File: config.mk
export PLATFORM = sky130hd
export DESIGN_NAME = pbc_top
export DESIGN_NICKNAME = d
export VERILOG_FILES = /design/src/shared/pbc_pkg.sv /design/src/logic/pbc_pin_cell.sv /design/src/logic/pbc_top.sv
export SDC_FILE = /design/constraint.sdc
export NUM_CORES = 1
export LEC_CHECK = 0
export BUFFER_PORTS_ARGS = -buffer_cell sky130_fd_sc_hd__buf_2
export CAP_MARGIN = 20
export CORE_UTILIZATION = 25
export CTS_BUF_LIST = sky130_fd_sc_hd__clkbuf_8
export CTS_CLUSTER_SIZE = 14
export DETAILED_ROUTE_END_ITERATION = 10
export GPL_ROUTABILITY_DRIVEN = 0
export PLACE_DENSITY_LB_ADDON = 0.08
export SYNTH_ARGS = -nofsm -noshare
export SYNTH_HDL_FRONTEND = slang
export SYNTH_HIERARCHICAL = 1
export SYNTH_SLANG_ARGS = --single-unit
File: constraint.sdc
create_clock -name pclk -period 2.5 [get_ports pclk]
set_clock_uncertainty 0.15 [all_clocks]
set_input_delay 0.5 -clock pclk [delete_from_list [all_inputs] [get_ports pclk]]
set_output_delay 0.5 -clock pclk [all_outputs]
set_load 0.02 [all_outputs]
File: src/shared/pbc_pkg.sv
// Constants for the two-port pin control block.
// Assumes a 32-bit APB slave with word-aligned registers.
package pbc_pkg;
	// ==========================================
	// Register byte offsets, narrow port block
	localparam logic [7:0] PBC_OFF_NDATA = 8'h00;
	localparam logic [7:0] PBC_OFF_NOE = 8'h04;
	localparam logic [7:0] PBC_OFF_NFS1 = 8'h08;
	localparam logic [7:0] PBC_OFF_NFS2 = 8'h0c;
	localparam logic [7:0] PBC_OFF_NFS3 = 8'h10;
	localparam logic [7:0] PBC_OFF_NFS4 = 8'h14;
	localparam logic [7:0] PBC_OFF_NOD = 8'h28;
	localparam logic [7:0] PBC_OFF_NPUP = 8'h2c;
	localparam logic [7:0] PBC_OFF_NIE = 8'h38;
	// Wide port registers, placed above the narrow block
	localparam logic [7:0] PBC_OFF_WFS3 = 8'h40;
	localparam logic [7:0] PBC_OFF_WOD = 8'h44;
	localparam logic [7:0] PBC_OFF_WPUP = 8'h48;
	localparam logic [7:0] PBC_OFF_WIE = 8'h4c;
	// ==========================================
	// Widths and reset values
	localparam int PBC_WIDE_W = 8;
	localparam int PBC_NARROW_W = 3;
	localparam logic [7:0] PBC_WIDE_RST = 8'h00;
	localparam logic [2:0] PBC_NARROW_RST = 3'h0;
	// Serial one pin positions in function select 1
	localparam int PBC_SER_TX_BIT = 0;
	localparam int PBC_SER_RX_BIT = 1;
	localparam int PBC_SER_CLK_BIT = 2;
	// Only function select 4 bit 2 exists
	localparam logic [2:0] PBC_NFS4_MASK = 3'h4;
endpackage

File: src/logic/pbc_pin_cell.sv
// One pin's output stage: source select, drive type, enables.
// Assumes the caller passes one-hot function selects.
`timescale 1ns/10ps
module pbc_pin_cell
(
	// Clock and reset
	input wire logic pclk,
	input wire logic presetn,
	// Control
	input wire logic port_oe,
	input wire logic port_data,
	input wire logic alt_sel,
	input wire logic alt_oe,
	input wire logic alt_data,
	input wire logic open_drain,
	input wire logic pullup_en,
	input wire logic input_en,
	// Pad side
	input wire logic pad_in,
	output logic pad_out,
	output logic pad_oe_n,
	output logic pad_pullup,
	output logic pin_value
);
	logic drv_en;
	logic drv_val;

	always_comb
	begin
		drv_en = alt_sel ? alt_oe : port_oe;
		drv_val = alt_sel ? alt_data : port_data;
	end

	always_ff @(posedge pclk or negedge presetn)
	begin
		if (!presetn)
		begin
			pad_out <= 1'b0;
			pad_oe_n <= 1'b1;
			pad_pullup <= 1'b0;
			pin_value <= 1'b0;
		end
		else
		begin
			// Open drain only pulls low; a high releases the pin
			pad_out <= open_drain ? 1'b0 : drv_val;
			pad_oe_n <= ~(drv_en & (~open_drain | ~drv_val));
			pad_pullup <= pullup_en;
			// Gated buffer reads zero so a floating pad cannot leak in
			pin_value <= input_en & pad_in;
		end
	end
endmodule

File: src/logic/pbc_top.sv
// Pin control for an 8-bit wide port and a 3-bit narrow port.
// Assumes an APB master and pads that resolve oe_n and pull-ups.
//
// The APB interface to the registers was left to the implementer.
`timescale 1ns/10ps

module pbc_top
	import pbc_pkg::*;
#(
	parameter int WIDE_W = pbc_pkg::PBC_WIDE_W,
	parameter int NARROW_W = pbc_pkg::PBC_NARROW_W
)
(
	// Clock and reset
	input wire logic pclk,
	input wire logic presetn,
	// APB slave
	input wire logic psel,
	input wire logic penable,
	input wire logic pwrite,
	input wire logic [7:0] paddr,
	input wire logic [31:0] pwdata,
	output logic [31:0] prdata,
	output logic pready,
	output logic pslverr,
	// Wide port: the rest of that port joins here
	input wire logic [WIDE_W-1:0] wide_port_oe,
	input wire logic [WIDE_W-1:0] wide_port_data,
	input wire logic [WIDE_W-1:0] ext_addr,
	input wire logic ext_addr_oe,
	input wire logic [WIDE_W-1:0] wide_pad_in,
	output logic [WIDE_W-1:0] wide_pad_out,
	output logic [WIDE_W-1:0] wide_pad_oe_n,
	output logic [WIDE_W-1:0] wide_pad_pullup,
	output logic [WIDE_W-1:0] wide_pin_value,
	output logic [WIDE_W-1:0] wide_pin_address_select,
	// Narrow port alternate sources, one bit per pin per function
	input wire logic [NARROW_W-1:0] alt1_data,
	input wire logic [NARROW_W-1:0] alt1_oe,
	input wire logic [NARROW_W-1:0] alt2_data,
	input wire logic [NARROW_W-1:0] alt2_oe,
	input wire logic [NARROW_W-1:0] alt3_data,
	input wire logic [NARROW_W-1:0] alt3_oe,
	input wire logic [NARROW_W-1:0] alt4_data,
	input wire logic [NARROW_W-1:0] alt4_oe,
	input wire logic [NARROW_W-1:0] narrow_pad_in,
	output logic [NARROW_W-1:0] narrow_pad_out,
	output logic [NARROW_W-1:0] narrow_pad_oe_n,
	output logic [NARROW_W-1:0] narrow_pad_pullup,
	output logic [NARROW_W-1:0] narrow_pin_value,
	// Serial one receive, routed in from its pin
	output logic serial_one_receive
);
	import pbc_pkg::*;

	// ==========================================
	// Registers
	logic [WIDE_W-1:0] wide_port_address_function_select_r;
	logic [WIDE_W-1:0] wide_port_drive_type_r;
	logic [WIDE_W-1:0] wide_port_pullup_enable_r;
	logic [WIDE_W-1:0] wide_port_input_enable_r;
	logic [NARROW_W-1:0] narrow_port_pin_data_r;
	logic [NARROW_W-1:0] narrow_port_output_enable_r;
	logic [NARROW_W-1:0] narrow_port_function_select_1_r;
	logic [NARROW_W-1:0] narrow_port_function_select_2_r;
	logic [NARROW_W-1:0] narrow_port_function_select_3_r;
	logic [NARROW_W-1:0] narrow_port_function_select_4_r;
	logic [NARROW_W-1:0] narrow_port_drive_type_r;
	logic [NARROW_W-1:0] narrow_port_pullup_enable_r;
	logic [NARROW_W-1:0] narrow_port_input_enable_r;

	logic wr_en;
	logic rd_en;
	logic addr_hit;
	logic [31:0] rdata_nxt;

	// Zero-wait slave: setup then one access cycle
	assign wr_en = psel & penable & pwrite & pready;
	assign rd_en = psel & ~penable;

	// ==========================================
	// Register writes
	always_ff @(posedge pclk or negedge presetn)
	begin
		if (!presetn)
		begin
			wide_port_address_function_select_r <= WIDE_W'(PBC_WIDE_RST);
			wide_port_drive_type_r <= WIDE_W'(PBC_WIDE_RST);
			wide_port_pullup_enable_r <= WIDE_W'(PBC_WIDE_RST);
			wide_port_input_enable_r <= WIDE_W'(PBC_WIDE_RST);
		end
		else if (wr_en)
		begin
			unique case (paddr)
				PBC_OFF_WFS3: wide_port_address_function_select_r <= pwdata[WIDE_W-1:0];
				PBC_OFF_WOD: wide_port_drive_type_r <= pwdata[WIDE_W-1:0];
				PBC_OFF_WPUP: wide_port_pullup_enable_r <= pwdata[WIDE_W-1:0];
				PBC_OFF_WIE: wide_port_input_enable_r <= pwdata[WIDE_W-1:0];
				default: ;
			endcase
		end
	end

	always_ff @(posedge pclk or negedge presetn)
	begin
		if (!presetn)
		begin
			// Plain port, no driver, no input, no pull-up
			narrow_port_pin_data_r <= NARROW_W'(PBC_NARROW_RST);
			narrow_port_output_enable_r <= NARROW_W'(PBC_NARROW_RST);
			narrow_port_function_select_1_r <= NARROW_W'(PBC_NARROW_RST);
			narrow_port_function_select_2_r <= NARROW_W'(PBC_NARROW_RST);
			narrow_port_function_select_3_r <= NARROW_W'(PBC_NARROW_RST);
			narrow_port_function_select_4_r <= NARROW_W'(PBC_NARROW_RST);
			narrow_port_drive_type_r <= NARROW_W'(PBC_NARROW_RST);
			narrow_port_pullup_enable_r <= NARROW_W'(PBC_NARROW_RST);
			narrow_port_input_enable_r <= NARROW_W'(PBC_NARROW_RST);
		end
		else if (wr_en)
		begin
			unique case (paddr)
				PBC_OFF_NDATA: narrow_port_pin_data_r <= pwdata[NARROW_W-1:0];
				PBC_OFF_NOE: narrow_port_output_enable_r <= pwdata[NARROW_W-1:0];
				PBC_OFF_NFS1: narrow_port_function_select_1_r <= pwdata[NARROW_W-1:0];
				PBC_OFF_NFS2: narrow_port_function_select_2_r <= pwdata[NARROW_W-1:0];
				PBC_OFF_NFS3: narrow_port_function_select_3_r <= pwdata[NARROW_W-1:0];
				PBC_OFF_NFS4: narrow_port_function_select_4_r <=
					pwdata[NARROW_W-1:0] & NARROW_W'(PBC_NFS4_MASK);
				PBC_OFF_NOD: narrow_port_drive_type_r <= pwdata[NARROW_W-1:0];
				PBC_OFF_NPUP: narrow_port_pullup_enable_r <= pwdata[NARROW_W-1:0];
				PBC_OFF_NIE: narrow_port_input_enable_r <= pwdata[NARROW_W-1:0];
				default: ;
			endcase
		end
	end

	// ==========================================
	// Read mux; unused upper bits read zero
	always_comb
	begin
		rdata_nxt = 32'h0000_0000;
		addr_hit = 1'b1;
		unique case (paddr)
			PBC_OFF_NDATA: rdata_nxt[NARROW_W-1:0] = narrow_port_pin_data_r;
			PBC_OFF_NOE: rdata_nxt[NARROW_W-1:0] = narrow_port_output_enable_r;
			PBC_OFF_NFS1: rdata_nxt[NARROW_W-1:0] = narrow_port_function_select_1_r;
			PBC_OFF_NFS2: rdata_nxt[NARROW_W-1:0] = narrow_port_function_select_2_r;
			PBC_OFF_NFS3: rdata_nxt[NARROW_W-1:0] = narrow_port_function_select_3_r;
			PBC_OFF_NFS4: rdata_nxt[NARROW_W-1:0] = narrow_port_function_select_4_r;
			PBC_OFF_NOD: rdata_nxt[NARROW_W-1:0] = narrow_port_drive_type_r;
			PBC_OFF_NPUP: rdata_nxt[NARROW_W-1:0] = narrow_port_pullup_enable_r;
			PBC_OFF_NIE: rdata_nxt[NARROW_W-1:0] = narrow_port_input_enable_r;
			PBC_OFF_WFS3: rdata_nxt[WIDE_W-1:0] = wide_port_address_function_select_r;
			PBC_OFF_WOD: rdata_nxt[WIDE_W-1:0] = wide_port_drive_type_r;
			PBC_OFF_WPUP: rdata_nxt[WIDE_W-1:0] = wide_port_pullup_enable_r;
			PBC_OFF_WIE: rdata_nxt[WIDE_W-1:0] = wide_port_input_enable_r;
			default: addr_hit = 1'b0;
		endcase
		// Unaligned addresses are not decoded
		if (paddr[1:0] != 2'h0)
		begin
			addr_hit = 1'b0;
			rdata_nxt = 32'h0000_0000;
		end
	end

	// ==========================================
	// APB answer: registered, ready in the first access cycle
	always_ff @(posedge pclk or negedge presetn)
	begin
		if (!presetn)
		begin
			prdata <= 32'h0000_0000;
			pready <= 1'b0;
			pslverr <= 1'b0;
		end
		else
		begin
			pready <= rd_en;
			// Reserved and unmapped offsets answer with an error
			pslverr <= rd_en & ~addr_hit;
			prdata <= (rd_en & ~pwrite) ? rdata_nxt : 32'h0000_0000;
		end
	end

	// ==========================================
	// Wide port pins
	genvar gi;
	generate
		for (gi = 0; gi < WIDE_W; gi++)
		begin : g_wide
			pbc_pin_cell u_cell
			(
				.pclk(pclk),
				.presetn(presetn),
				.port_oe(wide_port_oe[gi]),
				.port_data(wide_port_data[gi]),
				.alt_sel(wide_port_address_function_select_r[gi]),
				.alt_oe(ext_addr_oe),
				.alt_data(ext_addr[gi]),
				.open_drain(wide_port_drive_type_r[gi]),
				.pullup_en(wide_port_pullup_enable_r[gi]),
				.input_en(wide_port_input_enable_r[gi]),
				.pad_in(wide_pad_in[gi]),
				.pad_out(wide_pad_out[gi]),
				.pad_oe_n(wide_pad_oe_n[gi]),
				.pad_pullup(wide_pad_pullup[gi]),
				.pin_value(wide_pin_value[gi])
			);
		end
	endgenerate

	always_ff @(posedge pclk or negedge presetn)
	begin
		if (!presetn)
			wide_pin_address_select <= WIDE_W'(PBC_WIDE_RST);
		else
			wide_pin_address_select <= wide_port_address_function_select_r;
	end

	// ==========================================
	// Narrow port pins
	logic [NARROW_W-1:0] n_alt_sel;
	logic [NARROW_W-1:0] n_alt_oe;
	logic [NARROW_W-1:0] n_alt_data;

	// Selects are one-hot by software contract; OR-ing keeps it cheap
	always_comb
	begin
		n_alt_sel = narrow_port_function_select_1_r | narrow_port_function_select_2_r
			| narrow_port_function_select_3_r | narrow_port_function_select_4_r;
		n_alt_oe = (narrow_port_function_select_1_r & alt1_oe)
			| (narrow_port_function_select_2_r & alt2_oe)
			| (narrow_port_function_select_3_r & alt3_oe)
			| (narrow_port_function_select_4_r & alt4_oe);
		n_alt_data = (narrow_port_function_select_1_r & alt1_data)
			| (narrow_port_function_select_2_r & alt2_data)
			| (narrow_port_function_select_3_r & alt3_data)
			| (narrow_port_function_select_4_r & alt4_data);
	end

	generate
		for (gi = 0; gi < NARROW_W; gi++)
		begin : g_narrow
			pbc_pin_cell u_cell
			(
				.pclk(pclk),
				.presetn(presetn),
				.port_oe(narrow_port_output_enable_r[gi]),
				.port_data(narrow_port_pin_data_r[gi]),
				.alt_sel(n_alt_sel[gi]),
				.alt_oe(n_alt_oe[gi]),
				.alt_data(n_alt_data[gi]),
				.open_drain(narrow_port_drive_type_r[gi]),
				.pullup_en(narrow_port_pullup_enable_r[gi]),
				.input_en(narrow_port_input_enable_r[gi]),
				.pad_in(narrow_pad_in[gi]),
				.pad_out(narrow_pad_out[gi]),
				.pad_oe_n(narrow_pad_oe_n[gi]),
				.pad_pullup(narrow_pad_pullup[gi]),
				.pin_value(narrow_pin_value[gi])
			);
		end
	endgenerate

	// Receive is fed from its pin only while selected
	always_ff @(posedge pclk or negedge presetn)
	begin
		if (!presetn)
			serial_one_receive <= 1'b1;
		else
			serial_one_receive <= narrow_port_function_select_1_r[PBC_SER_RX_BIT]
				? narrow_pad_in[PBC_SER_RX_BIT] : 1'b1;
	end
endmodule

After elaboration in Yosys (flattened, before gate mapping)
Cells that the tools add are included. W data, S select, Z words.

Register bits: 144. Bits of input ports: 105.

Eq/ne operators: 12. Muxes and demuxes: 40. Bitwise gates (word level): 92. Reductions and logical operators: 16.

Operators by type and width (count): $pmux W3 S13 (1); $mux W1 (36); $not A1 Y1 (36); $eq A8 B7 Y1 const B (4); $mux W32 (1); $and A1 B1 Y1 (28); $or A3 B3 Y3 (9); $reduce_and A2 Y1 (13); $and A3 B3 Y3 (8); $eq A8 B6 Y1 const B (3); $pmux W5 S4 (1); $eq A8 B4 Y1 const B (2); $eq A8 B5 Y1 const B (2); $reduce_or A13 Y1 (1); $or A1 B1 Y1 (11); $eq A8 B3 Y1 const B (1); $logic_not A8 Y1 (1); $mux W8 (1); $reduce_bool A2 Y1 (1).

Logic depth before layout (Yosys ltp)
Gate-level depths: netlist of the first run.

Depth in word-level cells: 9. Gate-level depth with buffers: 6. Depth with buffers taken out: 5.

By module
The synthesis of the first run kept the hierarchy.

Modules (own cells, without submodules): pbc_top (times used 1, cells each 300, area an instance 3756.1 um^2, sequential area each 1903.1 um^2); pbc_pin_cell (times used 11, cells each 10, area an instance 146.4 um^2, sequential area each 101.3 um^2).

Least setup slack after synthesis of the first run
Ideal clock, no wire load.

Path kind: input-to-reg. From: input paddr[7]. To: register wide_port_pullup_enable_r[2]. Library setup time: 0.125 ns. Arrival time: 1.841 ns. Required time: 2.225 ns. Setup slack: 0.384 ns. Stages on the path: 5. Cells stage by stage: buf_4 nor4b_4 nand2_4 nor2_2 mux2_2.

Longest elaborated chain between the ends: 2.

Ends and longest elaborated chain: start, declared (line pbc_top.sv:21) `input wire logic [7:0] paddr,`; $eq A8 B7 Y1 (line pbc_top.sv:94) `unique case (paddr)`; $reduce_and A2 Y1 (no line); end signal, assigned (line pbc_top.sv:89) `wide_port_pullup_enable_r <= WIDE_W'(PBC_WIDE_RST);`; end signal, assigned (line pbc_top.sv:97) `PBC_OFF_WPUP: wide_port_pullup_enable_r <= pwdata[WIDE_W-1:0];`; end, declared (line pbc_top.sv:60) `logic [WIDE_W-1:0] wide_port_pullup_enable_r;`.

No other way between the ends. A chain may end at the register's enable or synchronous reset.

Worst setup path in the final report of the first run
From: register pready. To: register narrow_port_pin_data_r[1].

Longest elaborated chain between the ends: 2.

Ends and longest elaborated chain: start, declared (line pbc_top.sv:24) `output logic pready,`; start signal, assigned (line pbc_top.sv:179) `pready <= rd_en;`; $and A1 B1 Y1 (line pbc_top.sv:78) `assign wr_en = psel & penable & pwrite & pready;`; $reduce_and A2 Y1 (no line); end signal, assigned (line pbc_top.sv:109) `narrow_port_pin_data_r <= NARROW_W'(PBC_NARROW_RST);`; end signal, assigned (line pbc_top.sv:122) `PBC_OFF_NDATA: narrow_port_pin_data_r <= pwdata[NARROW_W-1:0];`; end, declared (line pbc_top.sv:62) `logic [NARROW_W-1:0] narrow_port_pin_data_r;`.

No other way between the ends.

==> results of run 1 <==
cells by family (layout without fill, tap and decap cells):
kind of cell,Yosys count,after routing,share of synthesized area [%]
compound gates,53,53,7.81
buf+inv,54,208,5.67
flops,120,120,56.2
mux,83,83,18.3
other cells,1,24,0.0699
simple gates,99,99,11.9
worst min-delay path by stage:
stage,startpoint,end,slack [ps],depth (start not counted)
after floorplan,presetn,g_narrow[0].u_cell/pad_out$_DFF_PN0_,50,0
after global placement,presetn,g_wide[5].u_cell/pin_value$_DFF_PN0_,210,1
after detailed placement,presetn,wide_pin_address_select[6]$_DFF_PN0_,210,1
after CTS,wide_pad_in[6],g_wide[6].u_cell/pin_value$_DFF_PN0_,80,2
after global routing,narrow_pad_in[0],g_narrow[0].u_cell/pin_value$_DFF_PN0_,90,2
final,wide_pad_in[6],g_wide[6].u_cell/pin_value$_DFF_PN0_,120,2
cell usage in the layout, fill, tap and decap left out, drive strengths merged, types with 2 or more instances in the layout:
master,instances
clkinv,5
a222oi,8
nor4,6
nor4b,3
nand2b,2
a31oi,3
o21ai,4
conb,24
nor2b,14
clkinvlp,4
dfstp,12
nor2,29
and4,2
mux2i,4
mux2,78
dfrtp,108
nand3b,2
a22o,3
or3,2
a221o,11
and3,2
inv,21
nand3,2
clkbuf,17
bufinv,4
nand2,17
and2,13
a21oi,9
nor3,2
a22oi,7
buf,156
per-layer routing:
metal  track usage [%]  wire, um
met1              17.8      6610
met2              23.9      7350
met3              3.87       742
met4              4.18       135
met5                 0         8
cell type report:
cell class	count	area [um^2]	share of cell area, %
Clock inverter	15	186	2.73
Clock buffer	17	234	3.42
Inverter	19	71.3	1.04
Sequential cell	120	3020	44.2
Tap cell	275	344	5.04
Timing Repair Buffer	157	848	12.4
Multi-Input combinational cell	259	2130	31.2
flip-flops by register name (all words and copies together), names as in the netlist, 8 cells and up:
signal and flops:
g_wide.u_cell/pad_oe_n 8, g_wide.u_cell/pin_value 8, wide_port_input_enable_r 8, wide_pin_address_select 8
prdata 8, g_wide.u_cell/pad_pullup 8, wide_port_drive_type_r 8, g_wide.u_cell/pad_out 8
wide_port_pullup_enable_r 8, wide_port_address_function_select_r 8
worst register-to-register path: stages, from the launching register on:
cell                      delay [ps]
sky130_fd_sc_hd__dfrtp_1         370
sky130_fd_sc_hd__and4_1          400
sky130_fd_sc_hd__nand2_1         170
sky130_fd_sc_hd__nor2_1          430
sky130_fd_sc_hd__mux2_2          400
repair_timing:
item                                   in CTS  in global routing
resized for setup                           0                  0
hold buffers                                1                  0
endpoints found under the hold margin       9                  0
per-stage QoR:
stage | instance area, um^2 | power (mW)
floorplan | 5450 | 2.19
global placement | 6400 | 2.34
detailed placement | 6400 | 2.34
CTS | 6830 | 4.24
global route | 6830 | 4.35
finish | 6830 | 4.17
power by group:
part	switching (mW)	internal, mW
registers	0.00915	1.97
logic	0.208	0.115
clock network	0.797	1.07
==> metrics, run 1 <==
run status=finished, final reports clean; setup repair after global routing missed its margin=no; CTS buffer count=17; Detailed Place HPWL=about 11000 um; Setup Slack @ Placement=115 ps; launching element of the worst setup path=pready$_DFF_PN0_; number of antenna violations at the first check in global routing=1; top fanout value on the critical path=4; achievable frequency=~0.5 GHz; cell total after placement=829; count of routing violations after the opening detailed-route iteration=around 160; reg-to-reg setup timing slack=460 ps; Crit. path cell count=4; detail-routed via count per cell=4.34; count of flip-flops with a built-in enable after synthesis=0; sequential element share of the synthesized area=56.2%; FF-to-FF Start=pready$_DFF_PN0_; count of antenna diodes in the layout=0; total of max-cap violations=0; clock buffer depth=2; Worst Path Class, Setup=flop to flop; area of the core=21000 um^2; crit start category=flop; Max rail drop VDD=245 uV; count of vias placed by the detailed router=3738; post-route non-filler standard cell count=862; # clock sinks=120; count of mapped cells out of synthesis=between 400 and 500; classification of the worst-slack hold path=primary input to flop; critical path endpoint=narrow_port_pin_data_r[1]$_DFFE_PN0P_; Final TNS setup=0 ps; share of final-layout standard cells stronger than drive strength 1=between 40 and 50%; total of buffers placed on input and output ports=139; critical path's largest stage delay=430 ps; vertical die dimension=149 um; number of nets with antenna violations after routing=0; CTS HTree Levels=4; final setup violation count=0; Leak Pwr=between 3 and 4 nW; clock slew at the register clock pins of the worst setup and hold paths=70 ps; Yosys top cell area share=between 50% and 60%; measured slew at the worst slew-check pin=between 600 and 700 ps; fin crit period=about 2000 ps; count of boundary I/O pins=192; most used flip-flop cell after synthesis=sky130_fd_sc_hd__dfrtp_1; aggregate global routing overflow=0; power density normalized to cell area=between 600 and 700 nW/um^2; total of warnings raised by yosys=6; total wire length=between 10000 and 15000 um; worst endpoint required time=2670 ps; final-report max-slew violation count=0; Mapped Avg Cell Area=13.1 um^2; library cell occupying the most area in the post-synthesis netlist=sky130_fd_sc_hd__dfrtp_1; headroom to the max-slew limit=59.1%; number of nets in the layout=679; final core utilization=roughly a third; clock latency at the later pin of the worst-skew pair=440 ps; Initial DRT Pass Iterations=4; family with the most delay on the worst path=simple AND/OR/NAND/NOR gates; Cell Rows=between 50 and 60; vias in the first global route=4004; Commonest cells post-synth=sky130_fd_sc_hd__dfrtp_1, sky130_fd_sc_hd__mux2_2, sky130_fd_sc_hd__buf_4; count of different cell masters after synthesis=50; Area Growth Syn to Fin=27.3%; routed length per placed instance=about 17 um; Min Hold Slack=around 120 ps; total buffers and inverters traversed by the critical path=0; horizontal die dimension=around 150 um; die footprint=22100 um^2; final hold violation count=0; initial core utilization=approximately 26%; data arrival time of the critical path=2200 ps; global-route wire length before repair=approximately 23000 um; cell types occupying the most area after synthesis=sky130_fd_sc_hd__dfrtp_1, sky130_fd_sc_hd__mux2_2, sky130_fd_sc_hd__dfstp_2; Post CTS Setup Buffer Count=0; drt drc=0; GRT Util Overall=14.2%; root buf cell=sky130_fd_sc_hd__clkbuf_8; R2R Path End=narrow_port_pin_data_r[1]$_DFFE_PN0P_; crit path setup slack, layout=462 ps; synthesis-stage register bit count=120; cells along the critical path=and4_1 -> nand2_1 -> nor2_1 -> mux2_2; part of the cycle the worst path needs=81.5%; area of the mapped netlist=around 5400 um^2; Synth async-reset ratio=between 90% and 100%; critical-path cell with the highest stage delay=sky130_fd_sc_hd__nor2_1; count of cells along the worst register-to-register path=4; maximum number of pins on one net before global-route repair=55; filler cell count in the final layout=2161; critical path capture point type=flop; cell with the most instances after synthesis=sky130_fd_sc_hd__dfrtp_1; TritonCTS clock tree=done
(Power assumes the default switching activity.)
==> inputs of run 2 (changes only) <==
clock period = 1.7 ns   (was 2.5 ns; I/O delays follow)
==> run 2 against run 1 <==
Effect of this change: the run now ends with setup timing left; die area unchanged; total power up 50%; worst hold slack got worse by 79 ps; design area rose by 11%; global-route usage grew 0.48 points; non-clock buffer count up 61; sequential share of layout area fell by 4.4 points; setup slack got worse by 520 ps; wire length up 5.0%; via count grew 6.8%; largest power group unchanged.
==> metrics, run 2 (synthesis results as in run 1) <==
total of max-cap violations=0 (unchanged); count of routing violations after the opening detailed-route iteration=169 (+7.6%); count of vias placed by the detailed router=3992 (+6.8%); routed length per placed instance=16.9 um (-2.0%); crit path setup slack, layout=-53.7 ps (-516 ps); aggregate global routing overflow=0 (unchanged); number of nets in the layout=740 (+9.0%); sequential cell fraction of total power=46.4% (-1.0 points); share of final-layout standard cells stronger than drive strength 1=54.6% (+5.2 points); CTS buffer count=17 (unchanged); Initial DRT Pass Iterations=4 (unchanged); TritonCTS clock tree=done; maximum number of pins on one net before global-route repair=61 (+11%); Switching Share=24.6% (+0.24 points); headroom to the max-slew limit=64.6% (+5.5 points); total wire length=15600 um (+5.0%); Max rail drop VDD=400 uV (+63%); clock slew at the register clock pins of the worst setup and hold paths=80 ps (about the same); worst endpoint required time=1920 ps (-750 ps); Gate power share=8.9% (+1.2 points); detail-routed via count per cell=4.33 (-0.26%); number of nets with antenna violations after routing=0 (unchanged); failing checks=setup timing; area of all placed cells without fillers=7580 um^2 (+11%); final setup violation count=1 (+1); number of antenna violations at the first check in global routing=0 (-1); area of the core=21000 um^2 (unchanged); global-route wire length before repair=23800 um (+3.5%); die footprint=22100 um^2 (unchanged); count of boundary I/O pins=192 (unchanged); fin crit period=1750 ps (-284 ps); # clock sinks=120 (unchanged); critical path capture point type=flop; clock buffer depth=2 (unchanged); Leak Pwr=3.86 nW (+9.8%); measured slew at the worst slew-check pin=526 ps (-82.4 ps); GRT Util Overall=14.7% (+0.48 points); total of buffers placed on input and output ports=139 (unchanged); part of the cycle the worst path needs=103% (+22 points); Detailed Place HPWL=11600 um (+3.5%); crit start category=flop; setup repair after global routing missed its margin=yes; cell internal power dissipation=4.73 mW (+50%); drt drc=0 (unchanged); Cell Rows=53 (unchanged); final hold violation count=0 (unchanged); achievable frequency=0.570 GHz (+16%); root buf cell=sky130_fd_sc_hd__clkbuf_8; Worst Path Class, Setup=flop to flop; horizontal die dimension=149 um (unchanged); final-report max-slew violation count=0 (unchanged); vertical die dimension=149 um (unchanged); count of antenna diodes in the layout=0 (unchanged); vias in the first global route=4264 (+6.5%); total net switching power=1.54 mW (+52%); initial core utilization=25.5% (unchanged); data arrival time of the critical path=1970 ps (-230 ps); run status=finished with violations; most common cell after layout, fill and taps aside=sky130_fd_sc_hd__buf_2; clock power share=44.8% (about the same); total cell area at the placement stage=6880 um^2 (+7.5%); top fanout value on the critical path=2 (-2); Setup Slack @ Placement=-305 ps (-420 ps); clock latency at the later pin of the worst-skew pair=440 ps (about the same); CTS HTree Levels=4 (unchanged); power density normalized to cell area=826 nW/um^2 (+35%); filler cell count in the final layout=2087 (-3.4%); Area Growth Syn to Fin=41.3%; classification of the worst-slack hold path=primary input to flop; leading cell types in the layout, fill and taps excluded=sky130_fd_sc_hd__buf_2, sky130_fd_sc_hd__dfrtp_1, sky130_fd_sc_hd__buf_4, sky130_fd_sc_hd__mux2_4, sky130_fd_sc_hd__mux2_2
==> run 2: through the flow <==
step / power (mW) / setup TNS, ps / util [%] / hold WS (ps) / cells
after floorplan: 3.23 / -5810 / - / -106 / 433
after global placement: 3.49 / -15060 / 32.7 / 194 / 876
after detailed placement: 3.49 / -15310 / 32.7 / 197 / 876
after CTS: 6.37 / -56.1 / 35.5 / 3.64 / 921
after global routing: 6.57 / -336 / 36.1 / 13.1 / 923
final: 6.27 / -53.7 / 36.1 / 39.6 / 923
==> run 2: routing by layer <==
metal	track usage [%]	routed length [um]	vias to the layer above
met2	23.9	7380	129
met3	4.39	811	24
li1	-	-	1872
met5	0	0	-
met4	5.93	361	0
met1	18.1	7030	1967
==> run 2: power groups by stage <==
| stage | Clock [mW] | Combinational (mW) | Sequential (mW) |
|---|---|---|---|
| floorplan | 0 | 0.236 | 3.00 |
| detailed placement | 0 | 0.533 | 2.96 |
| global route | 3.05 | 0.609 | 2.91 |
| finish | 2.81 | 0.555 | 2.91 |
| CTS | 2.91 | 0.559 | 2.91 |
| global placement | 0 | 0.526 | 2.96 |
==> run 2: path summary, 6_finish.rpt <==
check / startpoint / to / slack [ps] / depth (start not counted)
setup reg to reg: narrow_port_function_select_1_r[2]$_DFFE_PN0P_ / g_narrow[2].u_cell/pad_oe_n$_DFF_PN1_ / -50 / 3
min in group asynchronous: presetn / g_wide[7].u_cell/pin_value$_DFF_PN0_ / 260 / 3
hold / removal: pwdata[6] / wide_port_address_function_select_r[6]$_DFFE_PN0P_ / 40 / 2
max in group asynchronous: presetn / g_narrow[2].u_cell/pad_oe_n$_DFF_PN1_ / 760 / 3
hold reg to reg: wide_port_pullup_enable_r[0]$_DFFE_PN0P_ / g_wide[0].u_cell/pad_pullup$_DFF_PN0_ / 250 / 0
setup / recovery: narrow_port_function_select_1_r[2]$_DFFE_PN0P_ / g_narrow[2].u_cell/pad_oe_n$_DFF_PN1_ / -50 / 3
==> run 2: what timing repair did <==
action                                 CTS  global route
hold buffers                            13             0
gates resized for setup                  2            29
endpoints found under the hold margin  128             0
pin swaps                                2             7
setup endpoints to repair               48            33
buffers inserted                         0             2
==> run 2: critical path, stage by stage (launching register included) <==
cell and delay [ps]:
sky130_fd_sc_hd__dfrtp_1 380, sky130_fd_sc_hd__or4_4 550, sky130_fd_sc_hd__mux2_4 310, sky130_fd_sc_hd__a221o_1 290
==> run 2: final cells by class <==
type / count / area (um^2) / area share, %
Tap cell: 275 / 344 / 4.54
Multi-Input combinational cell: 259 / 2320 / 30.6
Inverter: 19 / 71.3 / 0.940
Clock buffer: 21 / 289 / 3.81
Clock inverter: 11 / 146 / 1.93
Sequential cell: 120 / 3020 / 39.8
Timing Repair Buffer: 218 / 1390 / 18.4
==> inputs of run 3 (changes only) <==
GPL_TIMING_DRIVEN = 0   (was default)
==> run 3 against run 2 <==
Effect of this change: the flow still finishes with violations (setup timing); sequential share of layout area rose by 0.42 points; fmax fell by 3.3%; global-route usage is 0.38 points higher; via count rose by 2.2%; sequential power about the same; largest cell class unchanged.
==> metrics, run 3 (synthesis results as in run 1) <==
area of all placed cells without fillers=7510 um^2 (-0.96%); Worst Path Class, Setup=flop to flop; die footprint=22100 um^2 (unchanged); area of the core=21000 um^2 (unchanged); Initial DRT Pass Iterations=4 (unchanged); measured slew at the worst slew-check pin=574 ps (+48.4 ps); count of boundary I/O pins=192 (unchanged); Final TNS setup=-114 ps (-60.3 ps); achievable frequency=0.551 GHz (-3.3%); Total Power Consumption=6.17 mW (-1.6%); most common cell after layout, fill and taps aside=sky130_fd_sc_hd__buf_2; run status=finished with violations; maximum number of pins on one net before global-route repair=86 (+41%); Gate power share=9.3% (+0.4 points); Switching Share=24.2% (-0.37 points); aggregate global routing overflow=0 (unchanged); final core utilization=35.7% (-0.35 points); FF-to-FF Start=narrow_port_function_select_3_r[2]$_DFFE_PN0P_; critical path capture point type=flop; total net switching power=1.49 mW (-3.0%); total of max-cap violations=0 (unchanged); post-route non-filler standard cell count=922 (-0.11%); GRT Util Overall=15.1% (+0.38 points); count of routing violations after the opening detailed-route iteration=241 (+43%); leading cell types in the layout, fill and taps excluded=sky130_fd_sc_hd__buf_2, sky130_fd_sc_hd__dfrtp_1, sky130_fd_sc_hd__mux2_2, sky130_fd_sc_hd__buf_4, sky130_fd_sc_hd__mux2_4; cell total after placement=848 (-3.2%); vias in the first global route=4236 (-0.66%); Area Growth Syn to Fin=40.0%; total cell area at the placement stage=6630 um^2 (-3.7%); count of vias placed by the detailed router=4079 (+2.2%); clock latency at the later pin of the worst-skew pair=440 ps (about the same); reg-to-reg setup timing slack=-110 ps (-60 ps); CTS buffer count=17 (unchanged); horizontal die dimension=149 um (unchanged); failing checks=setup timing; Cell Rows=53 (unchanged); count of antenna diodes in the layout=0 (unchanged); Min Hold Slack=46.4 ps (+6.78 ps); clock power share=43.6% (-1.2 points); headroom to the max-slew limit=61.7% (-2.9 points); crit path setup slack, layout=-114 ps (-60.3 ps); fin crit period=1810 ps (+60.3 ps); top fanout value on the critical path=2 (unchanged); critical path endpoint=g_narrow[2].u_cell/pad_oe_n$_DFF_PN1_; crit start category=flop; global-route wire length before repair=24200 um (+2.0%); sequential cell fraction of total power=47.1% (+0.7 points); Setup Slack @ Placement=-704 ps (-399 ps); drt drc=0 (unchanged); total of buffers placed on input and output ports=138 (-0.72%); TritonCTS clock tree=done; Leak Pwr=3.84 nW (-0.43%); detail-routed via count per cell=4.42 (+2.3%); part of the cycle the worst path needs=107% (+3.5 points); setup repair after global routing missed its margin=yes; vertical die dimension=149 um (unchanged); final-report max-slew violation count=0 (unchanged); initial core utilization=25.5% (unchanged); number of nets with antenna violations after routing=0 (unchanged); number of antenna violations at the first check in global routing=0 (unchanged); cell internal power dissipation=4.67 mW (-1.1%); Max rail drop VDD=347 uV (-13%); classification of the worst-slack hold path=primary input to flop; number of nets in the layout=739 (-0.14%); R2R Path End=g_narrow[2].u_cell/pad_oe_n$_DFF_PN1_; routed length per placed instance=17.2 um (+2.0%); CTS HTree Levels=4 (unchanged); worst endpoint required time=1920 ps (about the same); power density normalized to cell area=821 nW/um^2 (-0.63%); count of cells along the worst register-to-register path=3 (unchanged); Detailed Place HPWL=11300 um (-3.0%); clock buffer depth=2 (unchanged); data arrival time of the critical path=2030 ps (+60 ps); final setup violation count=1 (unchanged); total wire length=15900 um (+1.9%); # clock sinks=120 (unchanged); launching element of the worst setup path=narrow_port_function_select_3_r[2]$_DFFE_PN0P_; share of final-layout standard cells stronger than drive strength 1=53.3% (-1.3 points); clock slew at the register clock pins of the worst setup and hold paths=70 ps (about the same); root buf cell=sky130_fd_sc_hd__clkbuf_8; final hold violation count=0 (unchanged)
[run 3: power by group through the flow]
stage          combinational [mW]  sequential [mW]  clock (mW)
5_1_grt                     0.627             2.91        2.94
6_report                    0.571             2.91        2.69
3_5_place_dp                0.523             2.96           0
3_3_place_gp                0.506             2.96           0
2_1_floorplan               0.236             3.00           0
4_1_cts                     0.568             2.91        2.80
[run 3: final cells by class]
cell class	count	area (um^2)
flip-flops and latches	120	3020
well taps	275	344
multi-input cells	259	2280
clock inverters	12	134
repair buffers	182	1140
plain buffers	35	246
inverters	19	71.3
clock buffers	20	275
fillers	2130	13500
[run 3: worst min-delay path by stage]
| stage | startpoint | endpoint | slack, ps | cells after the start |
|---|---|---|---|---|
| 2_1_floorplan | presetn | g_narrow[0].u_cell/pad_out$_DFF_PN0_ | -110 | 0 |
| 4_1_cts | pwdata[2] | wide_port_input_enable_r[2]$_DFFE_PN0P_ | 9 | 2 |
| 6_report | psel | pready$_DFF_PN0_ | 50 | 3 |
| 3_3_place_gp | wide_port_pullup_enable_r[6]$_DFFE_PN0P_ | g_wide[6].u_cell/pad_pullup$_DFF_PN0_ | 230 | 0 |
| 3_5_place_dp | presetn | wide_pin_address_select[6]$_DFF_PN0_ | 120 | 1 |
| 5_1_grt | pwdata[2] | narrow_port_pullup_enable_r[2]$_DFFE_PN0P_ | 20 | 2 |
[run 3: timing repair]
action	4_1_cts	5_1_grt
endpoints found under the setup margin	57	49
buffers inserted	14	9
cloned	0	0
resized for setup	11	12
endpoints found under the hold margin	69	0
pin swaps	10	9
hold buffers	19	0
[run 3: metal layers]
metal  up-vias  share of wire (%)  global-route usage [%]  routed length [um]
li1       1882                  -                       -                   -
met3        19                5.6                    4.29                 895
met1      2027                 45                    19.5                7100
met4         0                1.0                    4.69                 159
met2       151                 49                    24.2                7720
met5         -                  0                       0                   0
[run 3: critical path: stages, from the launching register on]
cell	delay (ps)
sky130_fd_sc_hd__dfrtp_2	430
sky130_fd_sc_hd__or4_4	550
sky130_fd_sc_hd__mux2_4	320
sky130_fd_sc_hd__a221o_1	300
